==> config.mk <==
export PLATFORM = sky130hd
export DESIGN_NAME = psc_config
export DESIGN_NICKNAME = d
export VERILOG_FILES = /design/src/hdl/psc_unused_placeholder_none.v /design/src/hdl/psc_config.v /design/src/hdl/psc_out_div.v
export VERILOG_INCLUDE_DIRS = /design/src /design/src/pkg
export SDC_FILE = /design/constraint.sdc
export NUM_CORES = 1
export LEC_CHECK = 0
export BUFFER_PORTS_ARGS = -buffer_cell sky130_fd_sc_hd__buf_2
export CAP_MARGIN = 20
export CORE_MARGIN = 2
export CORE_UTILIZATION = 46
export CTS_CLUSTER_SIZE = 24
export DETAILED_ROUTE_END_ITERATION = 8
export GPL_ROUTABILITY_DRIVEN = 0
export PLACE_DENSITY = 0.75
export SYNTH_ARGS = -nofsm -noshare
export SYNTH_HDL_FRONTEND = slang
export SYNTH_SLANG_ARGS = --single-unit
==> constraint.sdc <==
create_clock -name i_core_clk -period 2.62 [get_ports i_core_clk]
set_input_delay 0.524 -clock i_core_clk [delete_from_list [all_inputs] [get_ports i_core_clk]]
set_output_delay 0.524 -clock i_core_clk [all_outputs]
set_load 0.02 [all_outputs]
==> src/pkg/psc_defs.vh <==
// psc_defs.vh: constants for the synthesizer configuration logic.
// assumes inclusion by bare name from the hdl files; definitions only.
//
// Behaviour
// - output divider codes 00,01,10,11 give division by 1,2,4,8; psc_out_div divides i_core_clk by 2,4,8,16
// - serial strobe high passes shift register through; falling edge holds
// - each serial clock rising edge shifts the serial data bit in
// - parallel strobe low passes divider inputs through; rising edge holds
// - two-bit output divider taken at parallel strobe rise
// - output enable 0 disables, 1 enables, switched without runt pulses
// - three-bit test select chooses test output, loaded only serially
// - idle serial pins read low; parallel pins and enable read high
// - 16 MHz reference gives steps 1.0 MHz to 125 kHz by divider
`ifndef PSC_DEFS_VH
`define PSC_DEFS_VH

`define PSC_M_W          9
`define PSC_N_W          2
`define PSC_T_W          3
`define PSC_SR_W         14
// shift register layout, first bit shifted in ends at the top
`define PSC_SR_M_LSB     0
`define PSC_SR_N_LSB     9
`define PSC_SR_T_LSB     11
`define PSC_M_RST        9'h1FF
`define PSC_N_RST        2'h3
`define PSC_T_RST        3'h0
// register port
`define PSC_ADDR_W       4
`define PSC_REG_CTRL     4'h0
`define PSC_REG_CFG      4'h4
`define PSC_REG_SHIFT    4'h8
`define PSC_REG_STEP     4'hC
`define PSC_CTRL_RST     1'h1
// reference and step figures, in kHz
`define PSC_REF_KHZ      16000
`define PSC_STEP_DIV1_KHZ 16'h03E8

`endif

==> src/hdl/psc_unused_placeholder_none.v <==
`timescale 1ns/10ps
`default_nettype none
`default_nettype wire

==> src/hdl/psc_config.v <==
// psc_config.v: configuration latches, serial and parallel load paths,
// output divider and test output of the clock synthesizer.
// assumes all i_p*/i_s*/i_out_en pins are asynchronous to i_core_clk and
// that i_core_clk stands in for the vco clock.
// the register port is for observation and the output gate only; the
// divider values themselves can only be set through the pins.
`timescale 1ns/10ps
`default_nettype none
`include "psc_defs.vh"

module psc_config (
   input  wire                    i_core_clk,
   input  wire                    i_reset,
   input  wire                    i_ser_load,
   input  wire                    i_ser_data,
   input  wire                    i_ser_clk,
   input  wire                    i_par_load,
   input  wire [`PSC_M_W-1:0]     i_par_m,
   input  wire [`PSC_N_W-1:0]     i_par_n,
   input  wire                    i_out_en,
   input  wire [`PSC_ADDR_W-1:0]  i_addr,
   input  wire [31:0]             i_wdata,
   input  wire                    i_wr,
   input  wire                    i_rd,
   output reg  [31:0]             o_rdata,
   output wire                    o_fout,
   output reg                     o_test,
   output reg  [`PSC_M_W-1:0]     o_loop_div,
   output reg  [`PSC_N_W-1:0]     o_out_div
);

   // two-stage synchronisers; idle levels match the pin pulls
   reg  [1:0]            s_load_sync_ff;
   reg  [1:0]            s_data_sync_ff;
   reg  [1:0]            s_clk_sync_ff;
   reg  [1:0]            p_load_sync_ff;
   reg  [1:0]            oe_sync_ff;
   reg  [`PSC_M_W-1:0]   pm_meta_ff;
   reg  [`PSC_M_W-1:0]   pm_sync_ff;
   reg  [`PSC_N_W-1:0]   pn_meta_ff;
   reg  [`PSC_N_W-1:0]   pn_sync_ff;
   reg                   s_clk_prev_ff;
   reg  [`PSC_SR_W-1:0]  shift_ff;
   reg  [`PSC_T_W-1:0]   test_sel_ff;
   reg                   ctrl_gate_ff;
   reg  [`PSC_M_W-1:0]   nxt_loop_div;
   reg  [`PSC_N_W-1:0]   nxt_out_div;
   reg  [`PSC_T_W-1:0]   nxt_test_sel;
   reg                   nxt_test;
   reg  [31:0]           nxt_rdata;
   wire                  ser_rise;
   wire                  fout_q;
   wire                  running;

   // frequency step for the selected output ratio, 16 MHz reference
   function [15:0] step_of;
      input [`PSC_N_W-1:0] sel;
      begin
         step_of = `PSC_STEP_DIV1_KHZ >> sel;
      end
   endfunction

   always @(posedge i_core_clk or posedge i_reset) begin
      if (i_reset) begin
         s_load_sync_ff <= 2'h0;
         s_data_sync_ff <= 2'h0;
         s_clk_sync_ff  <= 2'h0;
         p_load_sync_ff <= 2'h3;
         oe_sync_ff     <= 2'h3;
         pm_meta_ff     <= `PSC_M_RST;
         pm_sync_ff     <= `PSC_M_RST;
         pn_meta_ff     <= `PSC_N_RST;
         pn_sync_ff     <= `PSC_N_RST;
      end else begin
         s_load_sync_ff <= {s_load_sync_ff[0], i_ser_load};
         s_data_sync_ff <= {s_data_sync_ff[0], i_ser_data};
         s_clk_sync_ff  <= {s_clk_sync_ff[0], i_ser_clk};
         p_load_sync_ff <= {p_load_sync_ff[0], i_par_load};
         oe_sync_ff     <= {oe_sync_ff[0], i_out_en};
         pm_meta_ff     <= i_par_m;
         pm_sync_ff     <= pm_meta_ff;
         pn_meta_ff     <= i_par_n;
         pn_sync_ff     <= pn_meta_ff;
      end
   end

   assign ser_rise = s_clk_sync_ff[1] && !s_clk_prev_ff;

   // serial shift path; first bit in ends at the top of the register
   always @(posedge i_core_clk or posedge i_reset) begin
      if (i_reset) begin
         s_clk_prev_ff <= 1'b0;
         shift_ff      <= {`PSC_SR_W{1'b0}};
      end else begin
         s_clk_prev_ff <= s_clk_sync_ff[1];
         if (ser_rise)
            shift_ff <= {shift_ff[`PSC_SR_W-2:0], s_data_sync_ff[1]};
      end
   end

   // configuration latches; the serial strobe wins when both are open.
   // latches hold whatever was present when the strobe closed, so a host
   // changing data across the closing edge gets an undefined mix
   always @* begin
      nxt_loop_div = o_loop_div;
      nxt_out_div  = o_out_div;
      nxt_test_sel = test_sel_ff;
      if (s_load_sync_ff[1]) begin
         nxt_loop_div = shift_ff[`PSC_SR_M_LSB +: `PSC_M_W];
         nxt_out_div  = shift_ff[`PSC_SR_N_LSB +: `PSC_N_W];
         nxt_test_sel = shift_ff[`PSC_SR_T_LSB +: `PSC_T_W];
      end else if (!p_load_sync_ff[1]) begin
         nxt_loop_div = pm_sync_ff;
         nxt_out_div  = pn_sync_ff;
      end
   end

   always @(posedge i_core_clk or posedge i_reset) begin
      if (i_reset) begin
         o_loop_div  <= `PSC_M_RST;
         o_out_div   <= `PSC_N_RST;
         test_sel_ff <= `PSC_T_RST;
      end else begin
         o_loop_div  <= nxt_loop_div;
         o_out_div   <= nxt_out_div;
         test_sel_ff <= nxt_test_sel;
      end
   end

   psc_out_div u_div (
      .i_core_clk   (i_core_clk),
      .i_reset      (i_reset),
      .i_ratio_sel  (o_out_div),
      .i_enable     (oe_sync_ff[1] && ctrl_gate_ff),
      .o_fout_ff    (fout_q),
      .o_running_ff (running)
   );
   assign o_fout = fout_q;

   // test output selection; codes beyond these read low
   always @* begin
      nxt_test = 1'b0;
      case (test_sel_ff)
         3'h0:    nxt_test = shift_ff[`PSC_SR_W-1];
         3'h1:    nxt_test = 1'b1;
         3'h2:    nxt_test = fout_q;
         3'h3:    nxt_test = running;
         3'h4:    nxt_test = s_clk_sync_ff[1];
         default: nxt_test = 1'b0;
      endcase
   end

   always @(posedge i_core_clk or posedge i_reset) begin
      if (i_reset)
         o_test <= 1'b0;
      else
         o_test <= nxt_test;
   end

   // register port: one control bit, readback of latched state
   always @(posedge i_core_clk or posedge i_reset) begin
      if (i_reset)
         ctrl_gate_ff <= `PSC_CTRL_RST;
      else if (i_wr && i_addr == `PSC_REG_CTRL)
         ctrl_gate_ff <= i_wdata[0];
   end

   // read data stand for one cycle only, so idle reads return zero
   always @* begin
      nxt_rdata = 32'h0;
      if (i_rd) begin
         case (i_addr)
            `PSC_REG_CTRL:  nxt_rdata = {30'h0, running, ctrl_gate_ff};
            `PSC_REG_CFG:   nxt_rdata = {18'h0, test_sel_ff,
                                         o_out_div, o_loop_div};
            `PSC_REG_SHIFT: nxt_rdata = {18'h0, shift_ff};
            `PSC_REG_STEP:  nxt_rdata = {16'h0, step_of(o_out_div)};
            default:        nxt_rdata = 32'h0;
         endcase
      end
   end

   always @(posedge i_core_clk or posedge i_reset) begin
      if (i_reset)
         o_rdata <= 32'h0;
      else
         o_rdata <= nxt_rdata;
   end

endmodule
`default_nettype wire

==> src/hdl/psc_out_div.v <==
// psc_out_div.v: output divider with glitch-free synchronous enable.
// assumes enable and ratio come from flops on the same clock.
`timescale 1ns/10ps
`default_nettype none
`include "psc_defs.vh"

module psc_out_div (
   input  wire                  i_core_clk,
   input  wire                  i_reset,
   input  wire [`PSC_N_W-1:0]   i_ratio_sel,
   input  wire                  i_enable,
   output reg                   o_fout_ff,
   output reg                   o_running_ff
);

   reg  [2:0] cnt_ff;
   wire [2:0] nxt_cnt;
   wire       half_done;

   function [2:0] ratio_last;
      input [`PSC_N_W-1:0] sel;
      begin
         case (sel)
            2'h0:    ratio_last = 3'h0;
            2'h1:    ratio_last = 3'h1;
            2'h2:    ratio_last = 3'h3;
            default: ratio_last = 3'h7;
         endcase
      end
   endfunction

   // each half period lasts 1,2,4 or 8 clocks
   assign half_done = (cnt_ff >= ratio_last(i_ratio_sel));
   assign nxt_cnt   = half_done ? 3'h0 : cnt_ff + 3'h1;

   always @(posedge i_core_clk or posedge i_reset) begin
      if (i_reset) begin
         cnt_ff       <= 3'h0;
         o_fout_ff    <= 1'b0;
         o_running_ff <= 1'b0;
      end else begin
         cnt_ff <= nxt_cnt;
         // enable changes only at a low-phase boundary: no runt pulse
         if (half_done && !o_fout_ff)
            o_running_ff <= i_enable;
         if (half_done)
            o_fout_ff <= o_fout_ff ? 1'b0
                       : ((o_fout_ff == 1'b0) &&
                          ((o_running_ff && i_enable) ||
                           (!o_running_ff && i_enable)));
      end
   end

endmodule
`default_nettype wire

### Word level (Yosys, flattened, before mapping)

Index checks and enable logic that the tools add are counted.

| storage, ports and cells | value |
|---|---|
| bits in registers | 100 |
| bits of input ports | 56 |
| output and inout bits | 45 |
| logic and storage cells | 58 |

| operators by class | value |
|---|---|
| $add $sub $neg | 1 |
| order comparisons | 1 |
| equal/unequal tests | 10 |
| shift operators | 1 |
| muxes and demuxes | 10 |
| bitwise operators | 1 |
| reduce and logical (&&, ||, !) cells | 14 |

Operator list:

| cell | count |
|---|---|
| $pmux 16 s4 | 1 |
| $mux 9 | 2 |
| $mux 16 | 1 |
| $shr 10x2->16 const A | 1 |
| $pmux 3 s3 | 1 |
| $eq 4x4->1 const B | 2 |
| $logic_and 1x1->1 | 7 |
| $eq 3x2->1 const B | 2 |
| $pmux 1 s5 | 1 |
| $eq 4x3->1 const B | 1 |
| $logic_not 4->1 | 1 |
| $mux 2 | 2 |
| $add 3x1->3 const B | 1 |
| $eq 3x1->1 const B | 1 |
| $eq 3x3->1 const B | 1 |
| $ge 3x3->1 | 1 |
| $logic_not 1->1 | 3 |
| $logic_not 3->1 | 1 |
| $mux 3 | 1 |
| $eq 2x1->1 const B | 1 |
| $eq 2x2->1 const B | 1 |
| $logic_not 2->1 | 1 |
| $ne 2x2->1 const B | 1 |
| $logic_or 1x1->1 | 1 |
| other kinds (2) | 2 |

### Logic depth before layout (Yosys ltp)

| depth | value |
|---|---|
| depth after elaboration | 5 |
| gate-level depth with buffers | 7 |
| gate-level depth less buffers | 7 |

### Cells and area by module

From an unflattened synthesis, not the netlist that was laid out.

| unflattened totals | value |
|---|---|
| cells, all modules | 244 |
| area, all modules | 3255.6 um^2 |

By module, submodules not included:

| module | times used | cells an instance | area each (um^2) | seq. area each (um^2) |
|---|---|---|---|---|
| psc_config | 1 | 215 | 2959.1 | 1974.4 |
| psc_out_div | 1 | 29 | 296.5 | 125.1 |

### Worst setup path after synthesis

Ideal clock, no wire load.

| path | value |
|---|---|
| path type | register to register |
| from | reg o_out_div[1] |
| to | reg u_div.o_fout_ff |
| setup time | 118 ps |
| arrival time | 1631 ps |
| required time | 2502 ps |
| setup slack | 871 ps |
| cell stages (with the launch flop) | 7 |
| path buffers | 0 |
| period minus slack after synthesis | 1749 ps |
| path through | dfstp_2 nand2_1 ha_1 a21o_1 a31oi_2 nor3_1 a21o_1 |

| on the way | value |
|---|---|
| cells in the longest elaborated chain, start to end | 3 |
| elaborated cells between the ends (all ways) | 5 |
| classes of those cells | 1 x order compare; 2 x eq/ne; 1 x mux; 1 x reduce/logical |

Ends and longest elaborated chain:

| element | RTL line | source |
|---|---|---|
| from (decl) | psc_config.v:29 | `` output reg [`PSC_N_W-1:0] o_out_div `` |
| from (signal assigned) | psc_config.v:121 | `` o_out_div <= `PSC_N_RST; `` |
| from (signal assigned) | psc_config.v:125 | `o_out_div <= nxt_out_div;` |
| $eq 2x2->1, or another cell as far along | psc_out_div.v:23 | `case (sel)` |
| $pmux 3 s3 * | psc_out_div.v:23 |  |
| $ge 3x3->1 * | psc_out_div.v:33 | `assign half_done = (cnt_ff >= ratio_last(i_ratio_sel));` |
| to (signal assigned) | psc_out_div.v:47 | `o_fout_ff <= o_fout_ff ? 1'b0` |
| to (decl) | psc_out_div.v:12 | `output reg o_fout_ff,` |

Every way passes the cells marked *; elsewhere a longest branch is shown, timed or not.
A chain may end at the register's enable or synchronous reset.

### Worst setup path after layout

| path | value |
|---|---|
| from | reg o_out_div[0] |
| to | reg u_div.o_fout_ff |

The elaborated chain is that of the path after synthesis.

==> impl_metrics.json <==
{
  "clk_path_buf_depth": 2,
  "antennaDiodeCount": 0,
  "row_count": 30,
  "power.density_mw_per_mm2": 951.1,
  "fin_area_sq_mm": 0.003719,
  "syn_inst": 235,
  "worst_pin_slew_ps": 769.1,
  "io_buffers": 51,
  "cts_buffers": 9,
  "finalSetupTns_ps": 0,
  "dp_cells": 372,
  "grt_util_all_layers": 0.1478,
  "timing.final.max_slew_violations": 0,
  "core-area_sq_mm": 0.006794,
  "pre_cts_ws_ps": 801.4,
  "final_nets": 347,
  "die_area_sq_mm": 0.007710,
  "die-height_microns": 87.81,
  "vias": 1845,
  "setup_viol": 0,
  "timing.hold.ws_ps": 263.8,
  "drtPass1Iterations": 4,
  "ys_warn_count": 0,
  "synth_top_family_by_area": "multiplexers",
  "stdcell_count": 388,
  "cts_root_buf": "clkbuf_8",
  "drtAntennaViolNets": 0,
  "syn_avg_cell_area_sq_um": 13.75,
  "dpl_cell_area_sq_mm": 0.003477,
  "grt_pass1_vias": 1721,
  "cts_tree": "built",
  "period_needed_ps": 1839,
  "grt_antenna_before_repair": 0,
  "via_per_inst": 4.755,
  "hp-class": "in2reg",
  "synth_compound_area_frac": 0.07475,
  "max-vdd-ir-drop_v": 0.0004803,
  "syn_area_sq_mm": 0.003231,
  "yosys.area_share.simple": 0.07010,
  "fin_crit_sh": 0.7019,
  "clk_transition_reported_paths_ps": 80,
  "hold_buffers": 0,
  "slew_headroom": 0.4872,
  "wire_per_inst_microns": 13.75,
  "grt_max_degree": 35,
  "clock_latency_ps": 350,
  "cts_sinks": 82,
  "place_hpwl_microns": 3637,
  "max_freq_mhz": 543.8,
  "cts_resized": 0,
  "die_w_microns": 87.81,
  "synthAdderAreaFrac": 0.01549,
  "outcome": "complete, no violations",
  "finalWirelength_microns": 5334,
  "grt_pass1_wl_microns": 8493,
  "synth_mux_area_frac": 0.1108,
  "cp-end-kind": "flip-flop",
  "ys_ff_latch": 82,
  "fin_ws_ps": 781.0,
  "cts_setup_buffers": 0,
  "postLayoutCoreUtil": 0.5473,
  "synth.distinct_cells": 37,
  "final_cell_mix": "buf_2, dfrtp_1, dfstp_2",
  "start_util": 0.4755,
  "h-tree-depth": 3,
  "crit_required_ps": 2860,
  "drive_gt1_frac": 0.4589,
  "rsz0062_at_grt": "false",
  "synthXorXnorAreaFrac": 0.002711,
  "drc": 0,
  "final_common_cell": "buf_2",
  "globalRouteOverflowTotal": 0,
  "syn_to_final_growth_pct": 15.10,
  "p_leak_nw": 1.746,
  "cp-start-kind": "flip-flop",
  "hold_violations": 0,
  "worstSetupPathType": "reg2reg",
  "maxCapViolCount": 0,
  "io_pins": 101,
  "total_power_mw": 3.537,
  "path_max_fanout": 9,
  "drt_iter0_markers": 94,
  "worstPathArrival_ps": 2080,
  "skew_ps": 6.920,
  "seq_area_frac_synth": 0.6499
}
-- logic make-up after synthesis --
logic type | Yosys count
other cells | 1
compound gates | 36
flops | 82
mux | 33
fa+ha+maj | 4
xor+xnor | 1
simple gates | 44
buf+inv | 34
-- metal layers --
| metal | vias up | wire length [microns] | global-route usage |
|---|---|---|---|
| met5 | - | 0 | 0 |
| met2 | 62 | 2567 | 0.2197 |
| met1 | 897 | 2302 | 0.1988 |
| met4 | 0 | 126 | 0.06853 |
| met3 | 10 | 338 | 0.04713 |
| li1 | 876 | - | - |
-- critical path, stage by stage, from the launching register on --
cell and delay [ps]:
dfstp_2 630, nand2_1 100, ha_1 310, a21o_1 170, a31oi_2 270, nor3_1 90
a21o_1 170
-- power breakdown --
part / internal, mW / total (mW) / switching [mW]
sequential: 1.55 / 1.77 / 0.223
combinational: 0.325 / 0.681 / 0.356
clock: 0.636 / 1.08 / 0.444
total: 2.51 / 3.54 / 1.02
-- cells in the mapped netlist (all sizes together) --
cell	n	area share
a31oi	1	0.0039
nor3	2	0.0046
buf	26	0.066
nand3	1	0.0015
clkbuf	4	0.0046
conb	1	0.0012
and2	3	0.0058
o31ai	1	0.0023
and3	1	0.0035
a21o	2	0.0046
ha	4	0.015
o21ai	15	0.023
nand2	18	0.021
xor2	1	0.0027
mux2i	11	0.034
a21oi	4	0.0062
nor2b	3	0.0089
dfrtp	44	0.34
a32oi	2	0.0054
inv	4	0.0046
a22oi	5	0.012
nor2	12	0.015
nand4bb	1	0.0035
nand2b	1	0.0019
a222oi	5	0.015
nand3b	2	0.0046
dfstp	38	0.31
o22ai	1	0.0019
mux2	22	0.077
-- path summary, 6_finish.rpt --
| kind | from | slack [ps] | endpoint | cells after the start |
|---|---|---|---|---|
| setup / recovery | o_out_div[0] | 780 | u_div.o_fout_ff | 6 |
| hold / removal | i_par_m[0] | 260 | pm_meta_ff[0] | 1 |
| setup reg to reg | o_out_div[0] | 780 | u_div.o_fout_ff | 6 |
| hold reg to reg | s_clk_sync_ff[0] | 350 | s_clk_sync_ff[1] | 0 |
| max in group asynchronous | i_reset | 1660 | o_loop_div[2] | 3 |
| min in group asynchronous | i_reset | 270 | s_load_sync_ff[1] | 2 |
-- flip-flops by register name (all words and copies together), names as in the netlist, 3 cells and up --
name	flops
test_sel_ff	3
pm_sync_ff	9
u_div.cnt_ff	3
shift_ff	14
o_loop_div	9
pm_meta_ff	9
o_rdata	14
-- area by class of cell --
class	count	area [sq um]
clock inverters	6	113.9
multi-input cells	136	952.2
well taps	96	120.1
inverters	4	15.01
repair buffers	54	290.3
flip-flops and latches	82	2100
fillers	564	3075
clock buffers	10	127.6
(Power assumes the default switching activity.)
